--- src/common/cff_pkg.sv ---
// Package with register map, field positions and link constants for the fault and flag bank.
package cff_pkg;

	// ********************************************************
	// Register map.
	// ********************************************************
	localparam logic [7:0] CFF_ADDR_FAULT_A = 8'h20;
	localparam logic [7:0] CFF_ADDR_FAULT_B = 8'h21;
	localparam logic [7:0] CFF_ADDR_FLAGS_A = 8'h22;
	localparam logic [7:0] CFF_RESET_VALUE  = 8'h00;
	localparam logic [7:0] CFF_UNMAPPED_VAL = 8'h00;

	// ********************************************************
	// Field positions in fault_status_b.
	// ********************************************************
	localparam int CFF_FB_SYS_SHORT = 7;
	localparam int CFF_FB_SYS_OVP   = 6;
	localparam int CFF_FB_REV_OVP   = 5;
	localparam int CFF_FB_REV_UVP   = 4;
	localparam int CFF_FB_OVERTEMP  = 2;

	// ********************************************************
	// Field positions in event_flags_a.
	// ********************************************************
	localparam int CFF_FL_ICUR      = 7;
	localparam int CFF_FL_IVOLT     = 6;
	localparam int CFF_FL_WDOG      = 5;
	localparam int CFF_FL_WEAK      = 4;
	localparam int CFF_FL_PGOOD     = 3;
	localparam int CFF_FL_IN2       = 2;
	localparam int CFF_FL_IN1       = 1;
	localparam int CFF_FL_BUS       = 0;
	// Flags at and above this bit latch on rising edges, the rest on any change.
	localparam int CFF_FL_RISE_LOW  = 4;

	// ********************************************************
	// Synchroniser layout and serial link constants.
	// ********************************************************
	localparam int CFF_SYNC_W       = 23;
	localparam int CFF_SYNC_FA_LSB  = 0;
	localparam int CFF_SYNC_FB_LSB  = 8;
	localparam int CFF_SYNC_FL_LSB  = 13;
	localparam int CFF_SYNC_SCL     = 21;
	localparam int CFF_SYNC_SDA     = 22;
	// Target address on the serial bus; the value is arbitrary.
	localparam logic [6:0] CFF_DEV_ADDR = 7'h5a;
	localparam logic [3:0] CFF_BITS_PER_BYTE = 4'h8;

	typedef enum logic [2:0] {
		CFF_ST_IDLE     = 3'b000,
		CFF_ST_ADDR     = 3'b001,
		CFF_ST_ADDR_ACK = 3'b010,
		CFF_ST_PTR      = 3'b011,
		CFF_ST_PTR_ACK  = 3'b100,
		CFF_ST_WDATA    = 3'b101,
		CFF_ST_TX       = 3'b110,
		CFF_ST_TX_ACK   = 3'b111
	} cff_state_t;

endpackage : cff_pkg

--- src/hw/cff_sync.sv ---
// Two-flop synchroniser bank for asynchronous status levels and bus pins.
`timescale 1ns/1ps
`default_nettype none

module cff_sync #(
	parameter int W = 1
) (
	// Clock and reset.
	input  wire logic         clk,
	input  wire logic         nrst,
	// Levels in and out.
	input  wire logic [W-1:0] d,
	output var  logic [W-1:0] q
);

	// ********************************************************
	// One pair of flops per bit; the first stage feeds only the second.
	// ********************************************************
	genvar i;
	generate
		for (i = 0; i < W; i++) begin : g_bit
			logic meta_reg;
			always_ff @(posedge clk) begin
				if (!nrst) begin
					meta_reg <= 1'b0;
					q[i]     <= 1'b0;
				end else begin
					meta_reg <= d[i];
					q[i]     <= meta_reg;
				end
			end
		end
	endgenerate

endmodule : cff_sync

`default_nettype wire

--- src/hw/cff_regs.sv ---
// Fault status and event flag register bank reached over the two-wire serial bus.
// How it works
// - Both fault registers and the flag register read zero after reset.
// - Fault A bit 7 shows battery discharge current regulation.
// - Fault A bit 6 shows input bus overvoltage protection.
// - Fault A bit 5 shows battery overvoltage protection.
// - Fault A bit 4 shows input bus overcurrent protection.
// - Fault A bit 3 shows battery overcurrent protection.
// - Fault A bit 2 shows converter overcurrent protection.
// - Fault A bits 1 and 0 show second and first input overvoltage.
// - Fault B bit 7 shows system rail short circuit protection.
// - Fault B bit 6 shows system rail overvoltage protection.
// - Fault B bit 5 shows reverse output overvoltage.
// - Fault B bit 4 shows reverse output undervoltage.
// - Fault B bit 2 shows thermal shutdown; bits 3, 1, 0 read zero.
// - Flag bit 7 latches on rising input or reverse current regulation.
// - Flag bit 6 latches on rising input or reverse voltage regulation.
// - Flag bit 5 latches on rising host watchdog expiry.
// - Flag bit 4 latches on rising weak source detection.
// - Flag bit 3 latches on any change of power good.
// - Flag bit 2 latches on any change of second input presence.
// - Flag bit 1 latches on any change of first input presence.
// - Flag bit 0 latches on any change of input bus presence.
`timescale 1ns/1ps
`default_nettype none

module cff_regs
	import cff_pkg::*;
(
	// Clock and reset.
	input  wire logic clk,
	input  wire logic nrst,
	// Serial bus pins, open drain.
	input  wire logic scl_i,
	input  wire logic sda_i,
	output var  logic sda_o,
	output var  logic sda_oe,
	// Protection status levels, first fault group.
	input  wire logic discharge_current_limit_active,
	input  wire logic input_bus_overvoltage,
	input  wire logic battery_overvoltage,
	input  wire logic input_bus_overcurrent,
	input  wire logic battery_overcurrent,
	input  wire logic converter_overcurrent,
	input  wire logic second_input_overvoltage,
	input  wire logic first_input_overvoltage,
	// Protection status levels, second fault group.
	input  wire logic system_rail_short,
	input  wire logic system_rail_overvoltage,
	input  wire logic reverse_output_overvoltage,
	input  wire logic reverse_output_undervoltage,
	input  wire logic die_overtemp_shutdown,
	// Event sources for the flag register.
	input  wire logic input_current_regulating,
	input  wire logic input_voltage_regulating,
	input  wire logic host_watchdog_expired,
	input  wire logic weak_source_detected,
	input  wire logic power_good_state,
	input  wire logic second_input_present,
	input  wire logic first_input_present,
	input  wire logic input_bus_present
);

	// ********************************************************
	// Declarations.
	// ********************************************************
	logic [CFF_SYNC_W-1:0] raw;
	logic [CFF_SYNC_W-1:0] syn;
	logic [7:0]            src_prev_reg;
	logic [7:0]            src_now;
	logic [7:0]            events;
	logic [7:0]            fault_status_a_reg;
	logic [7:0]            fault_status_b_reg;
	logic [7:0]            event_flags_a_reg;
	logic [7:0]            event_flags_a_next;
	logic                  flags_read;
	logic                  scl_prev_reg;
	logic                  sda_prev_reg;
	logic                  scl_rise;
	logic                  scl_fall;
	logic                  bus_start;
	logic                  bus_stop;
	cff_state_t            state_reg;
	logic [3:0]            bit_cnt_reg;
	logic [7:0]            shift_reg;
	logic [7:0]            ptr_reg;
	logic                  rw_reg;
	logic                  nack_reg;
	logic [7:0]            load_byte;

	// Register read decode; unmapped offsets read as zero.
	function automatic logic [7:0] read_mux(input logic [7:0] addr,
		input logic [7:0] fa, input logic [7:0] fb, input logic [7:0] fl);
		logic [7:0] v;
		v = CFF_UNMAPPED_VAL;
		if (addr == CFF_ADDR_FAULT_A) begin
			v = fa;
		end else if (addr == CFF_ADDR_FAULT_B) begin
			v = fb;
		end else if (addr == CFF_ADDR_FLAGS_A) begin
			v = fl;
		end
		return v;
	endfunction : read_mux

	// ********************************************************
	// Synchronisers for every asynchronous input.
	// ********************************************************
	// All status levels come from analog comparators and the bus pins from outside.
	assign raw = {sda_i, scl_i,
		input_current_regulating, input_voltage_regulating,
		host_watchdog_expired, weak_source_detected,
		power_good_state, second_input_present,
		first_input_present, input_bus_present,
		system_rail_short, system_rail_overvoltage,
		reverse_output_overvoltage, reverse_output_undervoltage,
		die_overtemp_shutdown,
		discharge_current_limit_active, input_bus_overvoltage,
		battery_overvoltage, input_bus_overcurrent,
		battery_overcurrent, converter_overcurrent,
		second_input_overvoltage, first_input_overvoltage};

	cff_sync #(
		.W (CFF_SYNC_W)
	) u_sync (
		.clk  (clk),
		.nrst (nrst),
		.d    (raw),
		.q    (syn)
	);

	// ********************************************************
	// Fault status registers.
	// ********************************************************
	// Fault bits follow the live protection levels, one clock behind the synchroniser.
	always_ff @(posedge clk) begin
		if (!nrst) begin
			fault_status_a_reg <= CFF_RESET_VALUE;
		end else begin
			fault_status_a_reg <= syn[CFF_SYNC_FA_LSB +: 8];
		end
	end

	// Reserved bits of the second group are held at zero.
	always_ff @(posedge clk) begin
		if (!nrst) begin
			fault_status_b_reg <= CFF_RESET_VALUE;
		end else begin
			fault_status_b_reg                   <= CFF_RESET_VALUE;
			fault_status_b_reg[CFF_FB_SYS_SHORT] <= syn[CFF_SYNC_FB_LSB + 4];
			fault_status_b_reg[CFF_FB_SYS_OVP]   <= syn[CFF_SYNC_FB_LSB + 3];
			fault_status_b_reg[CFF_FB_REV_OVP]   <= syn[CFF_SYNC_FB_LSB + 2];
			fault_status_b_reg[CFF_FB_REV_UVP]   <= syn[CFF_SYNC_FB_LSB + 1];
			fault_status_b_reg[CFF_FB_OVERTEMP]  <= syn[CFF_SYNC_FB_LSB + 0];
		end
	end

	// ********************************************************
	// Event detection and flag latching.
	// ********************************************************
	assign src_now = syn[CFF_SYNC_FL_LSB +: 8];

	// Previous source levels, compared only after the second sync stage.
	always_ff @(posedge clk) begin
		if (!nrst) begin
			src_prev_reg <= 8'h00;
		end else begin
			src_prev_reg <= src_now;
		end
	end

	// Upper four flags take rising edges, lower four take either edge.
	always_comb begin
		events = src_now ^ src_prev_reg;
		events[7:CFF_FL_RISE_LOW] = src_now[7:CFF_FL_RISE_LOW]
			& ~src_prev_reg[7:CFF_FL_RISE_LOW];
	end

	// A new event in the cycle of the read still sets, so it is never lost.
	always_comb begin
		event_flags_a_next = event_flags_a_reg;
		if (flags_read) begin
			event_flags_a_next = CFF_RESET_VALUE;
		end
		event_flags_a_next = event_flags_a_next | events;
	end

	always_ff @(posedge clk) begin
		if (!nrst) begin
			event_flags_a_reg <= CFF_RESET_VALUE;
		end else begin
			event_flags_a_reg <= event_flags_a_next;
		end
	end

	// ********************************************************
	// Bus condition detection.
	// ********************************************************
	always_ff @(posedge clk) begin
		if (!nrst) begin
			scl_prev_reg <= 1'b1;
			sda_prev_reg <= 1'b1;
		end else begin
			scl_prev_reg <= syn[CFF_SYNC_SCL];
			sda_prev_reg <= syn[CFF_SYNC_SDA];
		end
	end

	assign scl_rise  = syn[CFF_SYNC_SCL] & ~scl_prev_reg;
	assign scl_fall  = ~syn[CFF_SYNC_SCL] & scl_prev_reg;
	assign bus_start = syn[CFF_SYNC_SCL] & scl_prev_reg & sda_prev_reg & ~syn[CFF_SYNC_SDA];
	assign bus_stop  = syn[CFF_SYNC_SCL] & scl_prev_reg & ~sda_prev_reg & syn[CFF_SYNC_SDA];

	// The flags are cleared at the moment their byte is loaded for sending.
	assign flags_read = scl_fall & (ptr_reg == CFF_ADDR_FLAGS_A)
		& ((state_reg == CFF_ST_ADDR_ACK && rw_reg)
		|| (state_reg == CFF_ST_TX_ACK && !nack_reg));

	// Byte at the pointer, named once so its top bit can be driven on load.
	assign load_byte = read_mux(ptr_reg, fault_status_a_reg, fault_status_b_reg, event_flags_a_reg);

	// ********************************************************
	// Serial target state machine.
	// ********************************************************
	// Bits are sampled on SCL rising and the data line changes only after SCL falls.
	always_ff @(posedge clk) begin
		if (!nrst) begin
			state_reg   <= CFF_ST_IDLE;
			bit_cnt_reg <= 4'h0;
			shift_reg   <= 8'h00;
			ptr_reg     <= 8'h00;
			rw_reg      <= 1'b0;
			nack_reg    <= 1'b0;
			sda_oe      <= 1'b0;
		end else if (bus_start) begin
			state_reg   <= CFF_ST_ADDR;
			bit_cnt_reg <= 4'h0;
			sda_oe      <= 1'b0;
		end else if (bus_stop) begin
			state_reg <= CFF_ST_IDLE;
			sda_oe    <= 1'b0;
		end else if (scl_rise) begin
			case (state_reg)
				CFF_ST_ADDR, CFF_ST_PTR, CFF_ST_WDATA: begin
					shift_reg   <= {shift_reg[6:0], syn[CFF_SYNC_SDA]};
					bit_cnt_reg <= bit_cnt_reg + 4'h1;
				end
				CFF_ST_TX: begin
					bit_cnt_reg <= bit_cnt_reg + 4'h1;
				end
				CFF_ST_TX_ACK: begin
					nack_reg <= syn[CFF_SYNC_SDA];
				end
				default: begin
				end
			endcase
		end else if (scl_fall) begin
			case (state_reg)
				CFF_ST_ADDR: begin
					if (bit_cnt_reg == CFF_BITS_PER_BYTE) begin
						if (shift_reg[7:1] == CFF_DEV_ADDR) begin
							rw_reg    <= shift_reg[0];
							sda_oe    <= 1'b1;
							state_reg <= CFF_ST_ADDR_ACK;
						end else begin
							state_reg <= CFF_ST_IDLE;
						end
					end
				end
				CFF_ST_ADDR_ACK: begin
					bit_cnt_reg <= 4'h0;
					if (rw_reg) begin
						// Read starts at the current pointer and then steps on.
						shift_reg <= load_byte;
						sda_oe    <= ~load_byte[7];
						ptr_reg   <= ptr_reg + 8'h01;
						state_reg <= CFF_ST_TX;
					end else begin
						sda_oe    <= 1'b0;
						state_reg <= CFF_ST_PTR;
					end
				end
				CFF_ST_PTR, CFF_ST_WDATA: begin
					if (bit_cnt_reg == CFF_BITS_PER_BYTE) begin
						// Data bytes are acknowledged but all registers are read only.
						if (state_reg == CFF_ST_PTR) begin
							ptr_reg <= shift_reg;
						end
						sda_oe    <= 1'b1;
						state_reg <= CFF_ST_PTR_ACK;
					end
				end
				CFF_ST_PTR_ACK: begin
					bit_cnt_reg <= 4'h0;
					sda_oe      <= 1'b0;
					state_reg   <= CFF_ST_WDATA;
				end
				CFF_ST_TX: begin
					if (bit_cnt_reg == CFF_BITS_PER_BYTE) begin
						sda_oe    <= 1'b0;
						state_reg <= CFF_ST_TX_ACK;
					end else begin
						shift_reg <= {shift_reg[6:0], 1'b0};
						sda_oe    <= ~shift_reg[6];
					end
				end
				CFF_ST_TX_ACK: begin
					bit_cnt_reg <= 4'h0;
					if (!nack_reg) begin
						shift_reg <= load_byte;
						sda_oe    <= ~load_byte[7];
						ptr_reg   <= ptr_reg + 8'h01;
						state_reg <= CFF_ST_TX;
					end else begin
						// A host not acknowledging ends the read; wait for stop or start.
						state_reg <= CFF_ST_IDLE;
					end
				end
				default: begin
				end
			endcase
		end
	end

	// ********************************************************
	// Open-drain data pin.
	// ********************************************************
	// The pin is only ever pulled low, so its driven level is a constant zero.
	always_ff @(posedge clk) begin
		if (!nrst) begin
			sda_o <= 1'b0;
		end else begin
			sda_o <= 1'b0;
		end
	end

endmodule : cff_regs

`default_nettype wire

--- config.mk ---
export PLATFORM = sky130hd
export DESIGN_NAME = cff_regs
export DESIGN_NICKNAME = d
export VERILOG_FILES = /design/src/common/cff_pkg.sv /design/src/hw/cff_sync.sv /design/src/hw/cff_regs.sv
export SDC_FILE = /design/constraint.sdc
export NUM_CORES = 1
export LEC_CHECK = 0
export BUFFER_PORTS_ARGS = -buffer_cell sky130_fd_sc_hd__buf_2
export CORE_MARGIN = 2
export CORE_UTILIZATION = 60
export CTS_CLUSTER_DIAMETER = 100
export DETAILED_ROUTE_END_ITERATION = 8
export GPL_ROUTABILITY_DRIVEN = 0
export PLACE_DENSITY = 0.82
export SYNTH_ARGS = -nofsm -noshare
export SYNTH_HDL_FRONTEND = slang
export SYNTH_HIERARCHICAL = 1
export SYNTH_SLANG_ARGS = --single-unit
--- constraint.sdc ---
create_clock -name clk -period 3.6 [get_ports clk]
set_input_delay 0 -clock clk [delete_from_list [all_inputs] [get_ports clk]]
set_output_delay 0 -clock clk [all_outputs]
set_load 0.005 [all_outputs]
==> flow_summary.yaml <==
timing:
  skew_ps: 12.6
  fin_tns_setup_ps: 0
  worst_pin_slew_ps: 807
  period_share_pct: 70.6
  max-slew-margin-rel_pct: 46.2
  min_period_ps: 2540
  slew_viol_final: 0
  timing.fmax_mhz: 394
  final-setup-viol-count: 0
  whs_ps: 224
  rsz0062_at_grt: "false"
  finalHoldViolations: 0
die:
  fp.coreArea_sq_um: 6790
  io_pins: 27
  std_cell_rows: 30
  die_y_microns: 87.9
  dieArea_sq_um: 7730
  die_x_microns: 87.9
  initial_core_util_pct: 62.2
grt:
  grt_pass1_vias: 2964
  grt_pass1_wl_microns: 13900
  grt_max_degree: 85
  grt_overflow_total: 0
  grt_antenna_before_repair: 0
  track_usage_pct: 22.9
min_path:
  hold_depth: 3
  holdPathEnd: "scl_prev_reg"
  hold_class: "in -> reg"
  hp-start: "nrst"
logic_synthesis:
  synth.mux.area_fraction_pct: 1.60
  yosys-top-cells-area: "dfxtp_1 (49%), and2_2 (8.2%), a21oi_1 (4.9%), and2_1 (3.3%), ha_1 (3.0%)"
  ys_ff_latch: 103
  ys_types: 56
  ys_seq_area_share_pct: 48.8
  synth-simple-area-share_pct: 25.6
  synth-xor-area-share_pct: 1.45
  ys_warn_count: 6
  synth_area_sq_um: 4230
  synth_ff_type: "dfxtp_1"
  synth_common_cells: "dfxtp_1 (103), and2_2 (46), a21oi_1 (41), nor2_1 (24), and2_1 (22)"
  synth_nets: 476
  postSynthCellCount: 441
  synth-compound-area-share_pct: 15.0
  async_reset_ff_share_pct: 0
  synth_fa_ha_area_share_pct: 2.96
  syn_avg_cell_area_sq_um: 9.59
  synth_most_common_cell: "dfxtp_1"
  yosysTopAreaCellShare_pct: 48.8
  synth_top_family_by_area: "simple AND/OR/NAND/NOR gates"
  synth_top_cell_by_area: "dfxtp_1"
  synth_edf_count: 0
layout:
  final_area_sq_um: 4790
  nFillCells: 474
  finalNonFillerCells: 576
  drive_gt1_share_pct: 21.0
  syn2layout_area_growth_pct: 13.4
  nets: 510
  diodes: 0
clock_tree:
  h-tree-depth: 3
  cts_tree: "done"
  insertion_delay_ps: 360
  cts_buffer_depth: 2
  cts_made_buffers: 9
  cts.sinks: 103
  post_cts_resized: 0
  root_buffer: "clkbuf_8"
  clk_pin_slew_ps: 100
  postCtsSetupBuffers: 0
worst_setup_path:
  critical_path_required_ps: 3890
  crit_fanout: 21
  reg2reg_depth: 5
  r2r_setup_slack_ps: 1060
  path_class: "reg -> reg"
  arrival_ps: 2830
  reg2reg_from: "state_reg[0]"
  r2r-end: "shift_reg[6]"
  cp-start-kind: "flop"
  worstSetupEndpointType: "flop"
drt:
  wl_per_cell_microns: 14.2
  vias: 3192
  drt_first_pass_iters: 5
  dr.first_iter.drc_count: 269
  drc: 0
  routed_wl_microns: 8200
  antenna_left: 0
  routed_via_density: 5.54
job:
  cap_violations: 0
power:
  p_leak_nw: 1.92
  p_per_area_nw_per_um2: 431
  ir_worst_vdd_uv: 357
place:
  portBuffers: 25
  placed_cells: 537
  hpwlAfterDp_microns: 4930
  place_area_sq_um: 4350
run_status:
  outcome: "completed"
==> layout by cell type (no fill, tap or decap), types with 3 or more instances in the layout <==
cell           count
a211oi_1           5
ha_1              10
o21ai_0           11
xor2_1             7
o31ai_1            5
and3_1             4
a22o_1             3
nand3_1           10
dlygate4sd3_1     23
and2_1            22
nand2b_1          10
dfxtp_1          103
a31oi_1            4
nor2_1            24
a21oi_1           41
inv_1             13
clkbuf_8           9
a32oi_1            5
mux2i_1            3
nor3_1             8
nor3b_1            3
nor2b_1            9
nand3b_1           7
o32ai_1            5
buf_2             25
and2_2            46
nand2_1           21
o31a_1             3
==> metal layers <==
layer	track usage, %	part of all wire (%)	vias up
li1	-	-	1572
met1	30.6	45	1485
met2	37.6	48	122
met3	5.28	5.8	13
met4	6.15	1.2	0
met5	0	0	-
==> power breakdown <==
group / switching [mW] / internal, mW / total (mW)
clock: 0.426 / 0.342 / 0.768
sequential: 0.0134 / 1.18 / 1.19
combinational: 0.0472 / 0.0596 / 0.107
total: 0.487 / 1.58 / 2.06
==> final cells by class <==
type,instances,area [sq um],area share (%)
Timing Repair Buffer,50,370,7.73
Multi-Input combinational cell,298,1970,41.2
Tap cell,96,120,2.51
Clock inverter,7,93.8,1.96
Sequential cell,103,2060,43.0
Inverter,13,48.8,1.02
Clock buffer,9,124,2.58
==> critical path, stage by stage (launching register included) <==
cell and delay (ps):
dfxtp_1 740, nand2_1 210, o221a_2 340, a2111oi_4 780, o21ai_0 220, a21oi_1 170
==> worst max path at each step <==
stage	startpoint	endpoint	slack, ps	cells after the start
detailed placement	scl_prev_reg	ptr_reg[0]	1120	7
CTS	scl_prev_reg	ptr_reg[0]	1110	7
floorplan	scl_prev_reg	ptr_reg[0]	1410	9
finish	state_reg[0]	shift_reg[6]	1060	5
global route	state_reg[0]	shift_reg[6]	870	5
global placement	scl_prev_reg	ptr_reg[0]	1190	7
==> cell families after synthesis <==
| logic type | after synthesis |
|---|---|
| other | 1 |
| AOI/OAI and AO/OA | 95 |
| buffers and inverters | 40 |
| adders and majority gates | 10 |
| and+or+nand+nor | 179 |
| DFF | 103 |
| xor gates and xnor gates | 7 |
| muxes | 6 |
==> metrics by stage <==
step | setup slack [ps] | util, % | power [mW]
final | 1060 | 70.6 | 2.06
after global routing | 872 | 70.6 | 2.13
after CTS | 1110 | 70.6 | 2.07
after detailed placement | 1120 | 64.0 | 1.30
after global placement | 1190 | 64.0 | 1.30
after floorplan | 1410 | - | 1.27
==> what timing repair did <==
item                                   4_1_cts  5_1_grt
setup endpoints to repair                    0        0
endpoints found under the hold margin       23        0
hold buffers                                23        0
(Power assumes the default switching activity.)
